**config.mk**
```make
export PLATFORM = sky130hd
export DESIGN_NAME = irq_ctrl_context_switch
export DESIGN_NICKNAME = d
export VERILOG_FILES = /design/src/rtl/irq_ctrl_pkg.sv /design/src/rtl/ctx_bank.sv /design/src/rtl/irq_ctrl_context_switch.sv
export SDC_FILE = /design/constraint.sdc
export NUM_CORES = 1
export LEC_CHECK = 0
export ABC_CLOCK_PERIOD_IN_PS = 2700
export BUFFER_PORTS_ARGS = -buffer_cell sky130_fd_sc_hd__buf_2
export CAP_MARGIN = 20
export CORE_ASPECT_RATIO = 0.7
export CORE_MARGIN = 2
export CORE_UTILIZATION = 40
export CTS_CLUSTER_DIAMETER = 200
export DETAILED_ROUTE_END_ITERATION = 8
export GPL_TIMING_DRIVEN = 0
export RECOVER_POWER = 100
export SYNTH_ARGS = -nofsm -noshare
export SYNTH_HDL_FRONTEND = slang
export SYNTH_SLANG_ARGS = --single-unit
```
**constraint.sdc**
```tcl
create_clock -name ref_clk -period 2.7 [get_ports ref_clk]
set_clock_uncertainty 0.1 [all_clocks]
set_input_delay 0.54 -clock ref_clk [delete_from_list [all_inputs] [get_ports ref_clk]]
set_output_delay 0.54 -clock ref_clk [all_outputs]
set_load 0.005 [all_outputs]
```
**src/rtl/irq_ctrl_pkg.sv**
```systemverilog
package irq_ctrl_pkg;

    // register indices on the plain port
    localparam logic [2:0] ADDR_FLAG       = 3'h0;
    localparam logic [2:0] ADDR_ENABLE     = 3'h1;
    localparam logic [2:0] ADDR_SH_WORKING = 3'h2;
    localparam logic [2:0] ADDR_SH_STATUS  = 3'h3;
    localparam logic [2:0] ADDR_SH_POINTER = 3'h4;
    localparam logic [2:0] ADDR_SH_BANK    = 3'h5;
    localparam logic [2:0] ADDR_WAKE_CFG   = 3'h6;

    // flag register fields
    localparam int ADC_DONE_BIT   = 7;
    localparam int CMP_CHANGE_BIT = 6;
    localparam int TIMER_OVF_BIT  = 5;
    localparam int PIN_CHANGE_BIT = 4;
    localparam int GIE_BIT        = 0;

    // enable register fields
    localparam int ADC_IE_BIT   = 7;
    localparam int CMP_IE_BIT   = 6;
    localparam int TIMER_IE_BIT = 5;
    localparam int PIN_IE_BIT   = 4;
    localparam int WUR_BIT      = 0;

    // wake disable config fields (own register)
    localparam int CMP1_WD_BIT = 0;
    localparam int CMP2_WD_BIT = 1;
    localparam int PIN_WD_BIT  = 2;

    localparam logic [7:0] FLAG_RESET     = 8'h00;
    localparam logic [7:0] ENABLE_RESET   = 8'h00;
    localparam logic [7:0] WAKE_CFG_RESET = 8'h00;
    localparam logic [7:0] FLAG_MASK      = 8'hf1;
    localparam logic [7:0] ENABLE_MASK    = 8'hf1;
    localparam logic [7:0] WAKE_CFG_MASK  = 8'h07;
    localparam logic [10:0] IRQ_VECTOR    = 11'h004;

    typedef enum logic [1:0] {
        ST_RUN    = 2'b00,
        ST_SLEEP  = 2'b01,
        ST_AFTER  = 2'b11
    } core_state_t;

endpackage

```
**src/rtl/ctx_bank.sv**
```systemverilog
`timescale 1ns/1ps
// one main/shadow pair; the shadow half is never reset (contents undefined at power-on)
module ctx_bank (
    // clock
    input  wire logic       ref_clk,
    input  wire logic       rst_b,
    // control
    input  wire logic       in_isr,
    input  wire logic       cpu_we,
    input  wire logic [7:0] cpu_wdata,
    input  wire logic       alias_we,
    input  wire logic [7:0] alias_wdata,
    // view
    output logic      [7:0] active_val,
    output logic      [7:0] alias_val
);
    logic [7:0] main_q;
    logic [7:0] main_d;
    logic [7:0] shad_q;
    logic [7:0] shad_d;

    always_comb begin
        main_d = main_q;
        shad_d = shad_q;
        if (alias_we) begin
            if (in_isr) main_d = alias_wdata;
            else shad_d = alias_wdata;
        end
        if (cpu_we) begin
            if (in_isr) shad_d = cpu_wdata;
            else main_d = cpu_wdata;
        end
    end

    always_ff @(posedge ref_clk) begin
        if (!rst_b) main_q <= 8'h00;
        else main_q <= main_d;
        shad_q <= shad_d;
    end

    assign active_val = in_isr ? shad_q : main_q;
    assign alias_val  = in_isr ? main_q : shad_q;
endmodule

```
**src/rtl/irq_ctrl_context_switch.sv**
```systemverilog
`timescale 1ns/1ps
// Overview of operation
// - reset clears the global enable.
// - a source interrupts only with global and own enable set.
// - source enables live in enable register, pending events and global enable as flags.
// - adc and timer flags set regardless of any enable.
// - comparator change sets flag only while that comparator's disable is clear.
// - pin change sets flag only while pin wake disable is clear.
// - taking an irq: flush, clear enable, push pc, swap context, vector 0004h.
// - with global enable clear, flags record but no vectoring.
// - pending enabled flags are serviced once global enable returns.
// - routine uses shadow working, status, pointer, bank registers.
// - shadow aliases read the other context.
// - return pops address, restores main set, sets global enable.
// - shadow context is not initialised by reset.
// - wake vectors if global enable set, else continues inline.
// - the instruction after sleep runs before vectoring.
// - adc flag bit 7 sets on completion, stays until cleared.
// - with wake reset selected, a wake resets the device.
// - enable bits: adc 7, comparator 6, timer 5, pin 4, wake reset 0.
module irq_ctrl_context_switch
    import irq_ctrl_pkg::*;
(
    // clock and reset
    input  wire logic        ref_clk,
    input  wire logic        rst_b,
    // register port
    input  wire logic [2:0]  reg_addr,
    input  wire logic [7:0]  reg_wdata,
    input  wire logic        reg_wr,
    input  wire logic        reg_rd,
    output logic      [7:0]  reg_rdata,
    // peripheral events
    input  wire logic        adc_done,
    input  wire logic        timer_ovf,
    input  wire logic        cmp1_out,
    input  wire logic        cmp2_out,
    input  wire logic        pin_change,
    // core pipeline
    input  wire logic        sleep_exec,
    input  wire logic        return_from_irq_instr_exec,
    input  wire logic        instr_retire,
    input  wire logic        ctx_we_w,
    input  wire logic        ctx_we_status,
    input  wire logic        ctx_we_ptr,
    input  wire logic        ctx_we_bank,
    input  wire logic [7:0]  ctx_wdata,
    // to core
    output logic             flush,
    output logic             push_pc,
    output logic             pop_pc,
    output logic             load_vector,
    output logic      [10:0] vector_addr,
    output logic             in_isr,
    output logic             core_asleep,
    output logic             wake_reset_req,
    output logic      [31:0] ctx_active
);
    import irq_ctrl_pkg::*;

    ////////////////////////////////////////////////////////////////////////
    // event inputs: three-stage synchronisers, change when stages 2 and 3 agree
    logic [2:0] cmp1_s_q;
    logic [2:0] cmp2_s_q;
    logic [2:0] pin_s_q;
    logic [2:0] adc_s_q;
    logic [2:0] tmr_s_q;
    logic       cmp1_st_q;
    logic       cmp2_st_q;
    logic       pin_st_q;
    logic       adc_st_q;
    logic       tmr_st_q;
    logic       cmp1_ev;
    logic       cmp2_ev;
    logic       pin_ev;
    logic       adc_ev;
    logic       tmr_ev;

    always_ff @(posedge ref_clk) begin
        if (!rst_b) begin
            cmp1_s_q <= 3'h0;
            cmp2_s_q <= 3'h0;
            pin_s_q  <= 3'h0;
            adc_s_q  <= 3'h0;
            tmr_s_q  <= 3'h0;
        end else begin
            cmp1_s_q <= {cmp1_s_q[1:0], cmp1_out};
            cmp2_s_q <= {cmp2_s_q[1:0], cmp2_out};
            pin_s_q  <= {pin_s_q[1:0], pin_change};
            adc_s_q  <= {adc_s_q[1:0], adc_done};
            tmr_s_q  <= {tmr_s_q[1:0], timer_ovf};
        end
    end

    // stable level tracks stage 2/3 agreement; event is a change of it
    always_ff @(posedge ref_clk) begin
        if (!rst_b) begin
            cmp1_st_q <= 1'b0;
            cmp2_st_q <= 1'b0;
            pin_st_q  <= 1'b0;
            adc_st_q  <= 1'b0;
            tmr_st_q  <= 1'b0;
        end else begin
            if (cmp1_s_q[1] == cmp1_s_q[2]) cmp1_st_q <= cmp1_s_q[2];
            if (cmp2_s_q[1] == cmp2_s_q[2]) cmp2_st_q <= cmp2_s_q[2];
            if (pin_s_q[1] == pin_s_q[2]) pin_st_q <= pin_s_q[2];
            if (adc_s_q[1] == adc_s_q[2]) adc_st_q <= adc_s_q[2];
            if (tmr_s_q[1] == tmr_s_q[2]) tmr_st_q <= tmr_s_q[2];
        end
    end

    // comparator: any edge; pin, adc, timer: rising edge of event level
    assign cmp1_ev = (cmp1_s_q[1] == cmp1_s_q[2]) && (cmp1_s_q[2] != cmp1_st_q);
    assign cmp2_ev = (cmp2_s_q[1] == cmp2_s_q[2]) && (cmp2_s_q[2] != cmp2_st_q);
    assign pin_ev  = (pin_s_q[1] == pin_s_q[2]) && pin_s_q[2] && !pin_st_q;
    assign adc_ev  = (adc_s_q[1] == adc_s_q[2]) && adc_s_q[2] && !adc_st_q;
    assign tmr_ev  = (tmr_s_q[1] == tmr_s_q[2]) && tmr_s_q[2] && !tmr_st_q;

    ////////////////////////////////////////////////////////////////////////
    // flag, enable and wake config registers
    logic [7:0] flag_q;
    logic [7:0] flag_d;
    logic [7:0] enable_q;
    logic [7:0] enable_d;
    logic [7:0] wake_cfg_q;
    logic [7:0] wake_cfg_d;
    logic       take_irq;
    logic       irq_pending;
    logic [3:0] src_hit;

    assign src_hit[3] = flag_q[ADC_DONE_BIT]   & enable_q[ADC_IE_BIT];
    assign src_hit[2] = flag_q[CMP_CHANGE_BIT] & enable_q[CMP_IE_BIT];
    assign src_hit[1] = flag_q[TIMER_OVF_BIT]  & enable_q[TIMER_IE_BIT];
    assign src_hit[0] = flag_q[PIN_CHANGE_BIT] & enable_q[PIN_IE_BIT];
    assign irq_pending = |src_hit;

    always_comb begin
        flag_d     = flag_q;
        enable_d   = enable_q;
        wake_cfg_d = wake_cfg_q;
        if (reg_wr) begin
            case (reg_addr)
                ADDR_FLAG:     flag_d     = reg_wdata & FLAG_MASK;
                ADDR_ENABLE:   enable_d   = reg_wdata & ENABLE_MASK;
                ADDR_WAKE_CFG: wake_cfg_d = reg_wdata & WAKE_CFG_MASK;
                default: ;
            endcase
        end
        // hardware set wins over a software clear in the same cycle
        if (adc_ev) flag_d[ADC_DONE_BIT] = 1'b1;
        if (tmr_ev) flag_d[TIMER_OVF_BIT] = 1'b1;
        if ((cmp1_ev && !wake_cfg_q[CMP1_WD_BIT]) ||
            (cmp2_ev && !wake_cfg_q[CMP2_WD_BIT])) begin
            flag_d[CMP_CHANGE_BIT] = 1'b1;
        end
        if (pin_ev && !wake_cfg_q[PIN_WD_BIT]) begin
            flag_d[PIN_CHANGE_BIT] = 1'b1;
        end
        if (take_irq) flag_d[GIE_BIT] = 1'b0;
        if (return_from_irq_instr_exec && in_isr) flag_d[GIE_BIT] = 1'b1;
    end

    always_ff @(posedge ref_clk) begin
        if (!rst_b) begin
            flag_q     <= FLAG_RESET;
            enable_q   <= ENABLE_RESET;
            wake_cfg_q <= WAKE_CFG_RESET;
        end else begin
            flag_q     <= flag_d;
            enable_q   <= enable_d;
            wake_cfg_q <= wake_cfg_d;
        end
    end

    ////////////////////////////////////////////////////////////////////////
    // core sequencing: run, sleep, one instruction after wake
    core_state_t st_q;
    core_state_t st_d;
    logic        in_isr_d;
    logic        wake;
    logic        wake_rst_d;

    // a wake-reset request holds while asleep until the reset generator acts
    assign wake = (st_q == ST_SLEEP) && irq_pending;
    // vector only outside sleep and its trailing instruction; gie gates it
    assign take_irq = flag_q[GIE_BIT] && irq_pending && !in_isr && !return_from_irq_instr_exec &&
                      ((st_q == ST_RUN && !sleep_exec) ||
                       (st_q == ST_AFTER && instr_retire));

    always_comb begin
        st_d       = st_q;
        in_isr_d   = in_isr;
        wake_rst_d = 1'b0;
        case (st_q)
            ST_RUN: begin
                if (sleep_exec) st_d = ST_SLEEP;
            end
            ST_SLEEP: begin
                if (wake) begin
                    if (enable_q[WUR_BIT]) wake_rst_d = 1'b1;
                    else st_d = ST_AFTER;
                end
            end
            ST_AFTER: begin
                if (instr_retire) st_d = ST_RUN;
            end
            default: st_d = ST_RUN;
        endcase
        if (take_irq) in_isr_d = 1'b1;
        else if (return_from_irq_instr_exec) in_isr_d = 1'b0;
    end

    always_ff @(posedge ref_clk) begin
        if (!rst_b) begin
            st_q           <= ST_RUN;
            in_isr         <= 1'b0;
            flush          <= 1'b0;
            push_pc        <= 1'b0;
            pop_pc         <= 1'b0;
            load_vector    <= 1'b0;
            vector_addr    <= 11'h000;
            core_asleep    <= 1'b0;
            wake_reset_req <= 1'b0;
        end else begin
            st_q           <= st_d;
            in_isr         <= in_isr_d;
            flush          <= take_irq;
            push_pc        <= take_irq;
            pop_pc         <= return_from_irq_instr_exec && in_isr;
            load_vector    <= take_irq;
            vector_addr    <= take_irq ? IRQ_VECTOR : 11'h000;
            core_asleep    <= (st_d == ST_SLEEP);
            wake_reset_req <= wake_rst_d;
        end
    end

    ////////////////////////////////////////////////////////////////////////
    // context banks: working, status, pointer, bank select
    logic [7:0] act_val [4];
    logic [7:0] ali_val [4];
    logic [3:0] cpu_we;
    logic [3:0] ali_we;

    assign cpu_we = {ctx_we_bank, ctx_we_ptr, ctx_we_status, ctx_we_w};

    generate
        for (genvar i = 0; i < 4; i++) begin : g_ctx
            assign ali_we[i] = reg_wr && (reg_addr == ADDR_SH_WORKING + 3'(i));
            ctx_bank u_bank (
                .ref_clk     (ref_clk),
                .rst_b       (rst_b),
                .in_isr      (in_isr),
                .cpu_we      (cpu_we[i]),
                .cpu_wdata   (ctx_wdata),
                .alias_we    (ali_we[i]),
                .alias_wdata (reg_wdata),
                .active_val  (act_val[i]),
                .alias_val   (ali_val[i])
            );
        end
    endgenerate

    // one process owns the whole word: per-slice processes would mean several
    // drivers of one variable
    logic [31:0] ctx_active_d;

    assign ctx_active_d = {act_val[3], act_val[2], act_val[1], act_val[0]};

    // registered view keeps outputs straight from flops
    always_ff @(posedge ref_clk) begin
        if (!rst_b) ctx_active <= 32'h0000_0000;
        else ctx_active <= ctx_active_d;
    end

    ////////////////////////////////////////////////////////////////////////
    // read port: data in the cycle after the strobe only
    logic [7:0] rdata_d;

    always_comb begin
        rdata_d = 8'h00;
        if (reg_rd) begin
            case (reg_addr)
                ADDR_FLAG:       rdata_d = flag_q;
                ADDR_ENABLE:     rdata_d = enable_q;
                ADDR_SH_WORKING: rdata_d = ali_val[0];
                ADDR_SH_STATUS:  rdata_d = ali_val[1];
                ADDR_SH_POINTER: rdata_d = ali_val[2];
                ADDR_SH_BANK:    rdata_d = ali_val[3];
                ADDR_WAKE_CFG:   rdata_d = wake_cfg_q;
                default:         rdata_d = 8'h00;
            endcase
        end
    end

    always_ff @(posedge ref_clk) begin
        if (!rst_b) reg_rdata <= 8'h00;
        else reg_rdata <= rdata_d;
    end
endmodule

```
==> results of run 1 <==
layer usage:
metal | vias up | track usage, % | routed length [um]
li1 | 2822 | - | -
met1 | 2751 | 34.8 | 10800
met2 | 212 | 31.5 | 8580
met3 | 27 | 6.89 | 1860
met4 | 0 | 7.84 | 399
met5 | - | 0 | 0
placed cells by master (no fill, tap or decap), types with 10 or more instances in the layout:
cell type	instances
nor2b_1	61
nand2_1	20
nand2b_1	23
mux2i_1	120
a211oi_1	17
buf_2	64
buf_4	12
clkbuf_16	17
conb_1	10
dfxtp_1	144
and2_1	29
mux2_2	37
o21ai_0	36
a21oi_1	70
o211ai_1	17
nor2_1	25
clkbuf_1	58
logic make-up (layout without fill, tap and decap cells):
family	count (synthesis)	after routing	synth area share, %
muxes	162	162	23.4
other	1	10	0.0522
and+or+nand+nor	186	186	15.7
adders and majority gates	3	3	0.522
buffers and inverters	70	177	5.60
AOI/OAI and AO/OA	175	175	14.6
DFF	144	144	40.1
worst max-delay path, stage by stage:
cell     delay (ns)
buf_2          0.19
nor4b_1        1.22
mux2_2         0.43
o31a_1         0.23
per-stage QoR:
| stage | power (mW) | worst slack [ns] |
|---|---|---|
| after floorplan | 2.91 | 0.761 |
| after global placement | 3.16 | 0.535 |
| after detailed placement | 3.17 | 0.532 |
| after CTS | 5.63 | 0.570 |
| after global routing | 5.81 | 0.242 |
| final | 5.60 | 0.308 |
synthesized netlist by cell type, types with 2 or more instances:
master    number
nand3_1        3
nand3b_1       3
a21oi_1       69
dfxtp_1      144
nor2b_1       61
a211oi_1      17
buf_4         15
mux2_2        37
mux2_4         2
nor2b_2        2
mux2_1         3
o22a_1         4
mux2i_1      120
nor2_1        25
o22ai_1        6
and2_1        34
o211ai_1      17
a21boi_0       7
and2b_1        2
clkbuf_1      21
o21ai_0       36
nand2_1       20
buf_2         27
nand2b_1      23
a31oi_1        6
o21bai_1       2
buf_6          4
a221oi_1       3
a21oi_2        2
ha_1           3
flip-flops by register name (all words and copies together), names as in the netlist, 5 cells and up:
signal and flops:
enable_q 5, g_ctx.u_bank.shad_q 32, g_ctx.u_bank.main_q 32, ctx_active 32, reg_rdata 8, flag_q 5
cell type report:
class | instances | area share, %
clock buffer | 20 | 5.41
timing repair buffer | 75 | 3.96
tap | 231 | 3.43
buffer | 70 | 4.70
sequential | 144 | 34.2
clock inverter | 12 | 1.88
multi-input combinational | 536 | 46.5
power breakdown:
group | switching (mW) | internal, mW | leakage [nW]
registers | 0.151 | 2.30 | 1.19
clock network | 0.964 | 1.51 | 0.297
logic | 0.369 | 0.315 | 1.79
path summary, 6_finish.rpt:
kind,endpoint,slack (ns),cells past startpoint
worst max register to register,g_ctx[2].u_bank.shad_q[4],0.36,6
worst min-delay path,cmp2_s_q[0],0.21,2
worst max-delay path,flag_q[6],0.31,4
worst min register to register,cmp1_s_q[1],0.33,1
==> impl_metrics.py, run 1 <==
metrics = {
    "outcome": {
        "status": "finished, violations left",
        "violations": "capacitance limit, slew limit",
    },
    "critical_path": {
        "required_ns": 2.93,
        "worstPathArrival_ns": 2.62,
        "critPathLaunchType": "input port",
        "crit_path_start": "reg_wr",
        "cp-end-kind": "flip-flop",
        "r2r-start": "in_isr",
        "path_class": "input port to flip-flop",
        "crit_fanout": 7,
    },
    "clock_network": {
        "clk_pin_slew_ns": 0.06,
        "clk_path_buf_depth": 2,
        "numCtsBuffers": 17,
        "cts_resized": 0,
        "clk_latency_ns": 0.43,
        "cts_tree": "built",
        "hold_buffers": 0,
        "htreeDepth": 4,
        "cts_sinks": 144,
        "cts_root_buf": "clkbuf_16",
        "cts_setup_buffers": 0,
    },
    "placed_design": {
        "dpl_cell_area_um2": 7890,
        "hpwlAfterDp_um": 15300,
        "gp_congestion": 0.936,
        "port-buffer-count": 75,
        "dp.cells": 1056,
    },
    "drt": {
        "drtPass1Iterations": 5,
        "drt_wl_total_um": 21600,
        "viasPerCell": 5.34,
        "drt-wirelength-per-cell_um": 19.8,
        "drt_iter0_markers": 477,
        "antenna_left": 0,
        "drc": 0,
        "vias": 5812,
    },
    "cells_and_area": {
        "nets": 882,
        "design_area_um2": 8440,
        "regArea_um2": 2880,
        "multi_input_area_um2": 3920,
        "synthToLayoutAreaGrowth_pct": 17.3,
        "fin_util_pct": 48.6,
        "fillers": 1682,
        "antenna_cells": 0,
        "layout-drive-gt1-share_pct": 19.0,
        "stdcell_count": 1088,
    },
    "global_route": {
        "grtUsageTotal_pct": 23.3,
        "gr-total-overflow": 0,
        "antenna_found_initial": 0,
        "grt_first_pass_wirelength_um": 32500,
        "grt_max_degree": 17,
        "grt_pass1_vias": 5307,
    },
    "die": {
        "dieArea_um2": 19100,
        "io_pins": 93,
        "start_util_pct": 41.4,
        "rows": 40,
        "die_w_um": 164,
        "dieHeight_um": 116,
        "core_area_um2": 17400,
    },
    "timing": {
        "finalMaxSlewViolations": 6,
        "slew_headroom_pct": -2.88,
        "timing.fmax_mhz": 418,
        "rsz0062_at_grt": "no",
        "hold_violations": 0,
        "setup_violations": 0,
        "whs_ns": 0.209,
        "worst_slew_pin_slew_ns": 1.52,
        "fin_tns_setup_ns": 0,
        "post-route-min-period_ns": 2.39,
        "final.period_utilization_pct": 88.6,
    },
    "yosys": {
        "syn_area_um2": 7190,
        "synth_warnings": 0,
        "synthDistinctLibCells": 53,
        "yosysTopAreaCell": "dfxtp_1",
        "synth_ff_type": "dfxtp_1",
        "synth_edf_count": 0,
        "synth_seq_area_share_pct": 40.1,
        "syn-instance-count": 741,
        "synth_top_area_share_pct": 40.1,
        "syn_area_per_cell_um2": 9.70,
        "synth_seq_cells": 144,
        "yosys-top-cells-area": "dfxtp_1 (40%), mux2i_1 (17%), mux2_2 (5.8%)",
        "async_reset_ff_share_pct": 0,
    },
    "worst_hold_path": {
        "hp-class": "input port to flip-flop",
        "hp-start": "cmp2_out",
    },
    "power_and_ir_drop": {
        "p_leak_nw": 3.27,
        "power.density_nw_per_um2": 664,
        "vdd_drop_max_v": 0.000401,
    },
    "flow_run": {
        "maxCapViolCount": 1,
    },
}
Power figures use the tool's default switching activity.
==> run 2, diff against run 1 <==
--- a/config.mk
+++ b/config.mk
@@ -5,9 +5,10 @@
 export SDC_FILE = /design/constraint.sdc
 export NUM_CORES = 1
 export LEC_CHECK = 0
+export ABC_AREA = 1
 export ABC_CLOCK_PERIOD_IN_PS = 2700
 export BUFFER_PORTS_ARGS = -buffer_cell sky130_fd_sc_hd__buf_2
-export CAP_MARGIN = 20
+export CAP_MARGIN = 5
 export CORE_ASPECT_RATIO = 0.7
 export CORE_MARGIN = 2
 export CORE_UTILIZATION = 40
==> run 2 against run 1 <==
Net effect:
- the flow now finishes without violations
- register-to-register slack improved by 0.04 ns
- area after synthesis shrank 3.1%
- combinational power shrank 3.4%
- critical path type is now flip-flop to flip-flop
- largest power group is now sequential cells
==> impl_metrics.py, run 2 <==
metrics = {
    "cells_and_area": {
        "reg.largest.list": "ctx_active: 32 flops, g_ctx.u_bank.main_q: 32 flops, g_ctx.u_bank.shad_q: 32 flops",
        "fin_util_pct": 47.5,
        "synthToLayoutAreaGrowth_pct": 16.7,
        "layout-drive-gt1-share_pct": 12.9,
        "antenna_cells": 0,
        "nets": 1191,
        "mostFrequentLayoutCells": "nand2_1 (431), dfxtp_1 (144), nor2_1 (121), buf_2 (77), a21oi_1 (67)",
        "final_common_cell": "nand2_1",
    },
    "timing": {
        "post-route-min-period_ns": 2.30,
        "hold_violations": 0,
        "setup_violations": 0,
        "slew_headroom_pct": 33.9,
        "finalMaxSlewViolations": 0,
        "fin_tns_setup_ns": 0,
        "worst_slew_pin_slew_ns": 0.983,
        "timing.fmax_mhz": 435,
        "rsz0062_at_grt": "no",
        "final.period_utilization_pct": 85.2,
    },
    "critical_path": {
        "required_ns": 2.96,
        "path_class": "flip-flop to flip-flop",
        "worstPathArrival_ns": 2.56,
        "crit_fanout": 10,
        "critPathLaunchType": "flip-flop",
        "cp-end-kind": "flip-flop",
    },
    "drt": {
        "drtPass1Iterations": 5,
        "drt-wirelength-per-cell_um": 17.6,
        "drc": 0,
        "vias": 7180,
        "drt_iter0_markers": 648,
        "drt_wl_total_um": 24500,
        "viasPerCell": 5.15,
        "antenna_left": 0,
    },
    "clock_network": {
        "hold_buffers": 0,
        "cts_tree": "built",
        "clk_pin_slew_ns": 0.06,
        "htreeDepth": 4,
        "cts_setup_buffers": 0,
        "cts_root_buf": "clkbuf_16",
        "numCtsBuffers": 17,
        "cts_resized": 0,
        "cts_sinks": 144,
        "clk_latency_ns": 0.43,
        "clk_path_buf_depth": 2,
    },
    "yosys": {
        "post_synth_fa_ha_maj_area_fraction_pct": 0.539,
        "synth_ff_type": "dfxtp_1",
        "synth_seq_area_share_pct": 41.4,
        "synth_xor_area_share_pct": 0,
        "synth_most_common_cell": "nand2_1",
        "yosys-top-cells-area": "dfxtp_1 (41%), nand2_1 (23%), nor2_1 (6.5%)",
        "synth_top_area_share_pct": 41.4,
        "synth_edf_count": 0,
        "syn_area_per_cell_um2": 6.60,
        "syn-instance-count": 1055,
        "synth_top_family_by_area": "simple AND/OR/NAND/NOR gates",
        "synthDistinctLibCells": 38,
        "synth_seq_cells": 144,
        "yosysTopAreaCell": "dfxtp_1",
        "yosys-mux-area-fraction_pct": 0,
        "synth-compound-area-share_pct": 11.0,
        "synthSimpleGateAreaFrac_pct": 37.5,
        "synth_warnings": 0,
        "async_reset_ff_share_pct": 0,
        "ys_top_cells_by_count": "nand2_1 (431), dfxtp_1 (144), nor2_1 (120)",
        "syn_area_um2": 6960,
    },
    "global_route": {
        "grt_pass1_vias": 6414,
        "grt_first_pass_wirelength_um": 37100,
        "grt_max_degree": 17,
        "antenna_found_initial": 0,
        "gr-total-overflow": 0,
        "grtUsageTotal_pct": 27.1,
    },
    "die": {
        "rows": 40,
        "core_area_um2": 17100,
        "io_pins": 93,
        "start_util_pct": 40.7,
        "dieHeight_um": 114,
        "dieArea_um2": 18500,
        "die_w_um": 162,
    },
    "worst_hold_path": {
        "hp-class": "input port to flip-flop",
    },
    "power_and_ir_drop": {
        "power.density_nw_per_um2": 664,
        "vdd_drop_max_v": 0.000387,
        "p_leak_nw": 3.97,
    },
    "placed_design": {
        "gp_congestion": 0.946,
        "hpwlAfterDp_um": 17500,
        "port-buffer-count": 70,
    },
    "flow_run": {
        "maxCapViolCount": 0,
    },
    "outcome": {
        "status": "finished clean",
    },
}
-- run 2: cell types whose count changed after synthesis, sizes merged, moves of 16 or more --
cell / before / now
o21ai: 36 / 64
inv: 0 / 53
a211oi: 17 / 0
mux2i: 120 / 0
nand3: 4 / 59
and2: 34 / 0
nor2b: 63 / 0
nand2: 20 / 435
nor2: 25 / 126
mux2: 42 / 0
nand2b: 23 / 0
o211ai: 17 / 1
-- run 2: per-stage QoR --
step           total power [mW]  instance area, um2  hold WS [ns]  instances  setup slack, ns
6_report                   5.40                8130         0.193       1395            0.400
5_1_grt                    5.61                8130         0.192       1395            0.363
4_1_cts                    5.40                8210         0.184       1395            0.927
3_5_place_dp               3.13                7640         0.298       1365            0.490
3_3_place_gp               3.12                7640         0.294       1365            0.496
2_1_floorplan              2.90                7000         0.290       1064             1.12
-- run 2: cell families after synthesis --
family	after synthesis
flip-flops	144
other	1
AO/OA/AOI/OAI	149
AND/OR/NAND/NOR	634
buffers and inverters	124
adder cells (fa/ha/maj)	3
-- run 2: critical path, cell delays in order (launching register included) --
cell and delay, ns:
dfxtp_1 0.33, buf_4 0.18, clkbuf_1 0.47, clkbuf_1 0.59
nand2_1 0.11, a21oi_1 0.26, nor3_1 0.10, nor2_1 0.09
-- run 2: routing by layer --
metal / track usage, % / vias to the layer above / share of wire (%)
met2: 38.0 / 386 / 40
met4: 10.4 / 0 / 2.9
met1: 38.3 / 3220 / 45
met5: 0 / - / 0
met3: 9.20 / 50 / 12
li1: - / 3524 / -
-- run 2: final cells by class --
cell class | instances | area (um2)
Buffer | 70 | 419
Inverter | 54 | 213
Clock inverter | 5 | 52.6
Fill cell | 1826 | 8990
Sequential cell | 144 | 2880
Multi-Input combinational cell | 796 | 3430
Clock buffer | 25 | 515
Tap cell | 231 | 289
Timing Repair Buffer | 70 | 330
-- run 2: final timing paths --
check | from | endpoint | slack, ns | depth (start not counted)
worst max-delay path | in_isr | reg_rdata[3] | 0.40 | 7
worst min register to register | adc_s_q[0] | adc_s_q[1] | 0.31 | 2
worst max register to register | in_isr | reg_rdata[3] | 0.40 | 7
worst min-delay path | pin_change | pin_s_q[0] | 0.19 | 3
-- run 2: where the power goes --
group          switching [mW]  internal [mW]  leakage (nW)
logic                   0.417          0.243          2.50
clock network           0.905           1.40         0.281
registers               0.125           2.31          1.19
total                    1.45           3.95          3.97
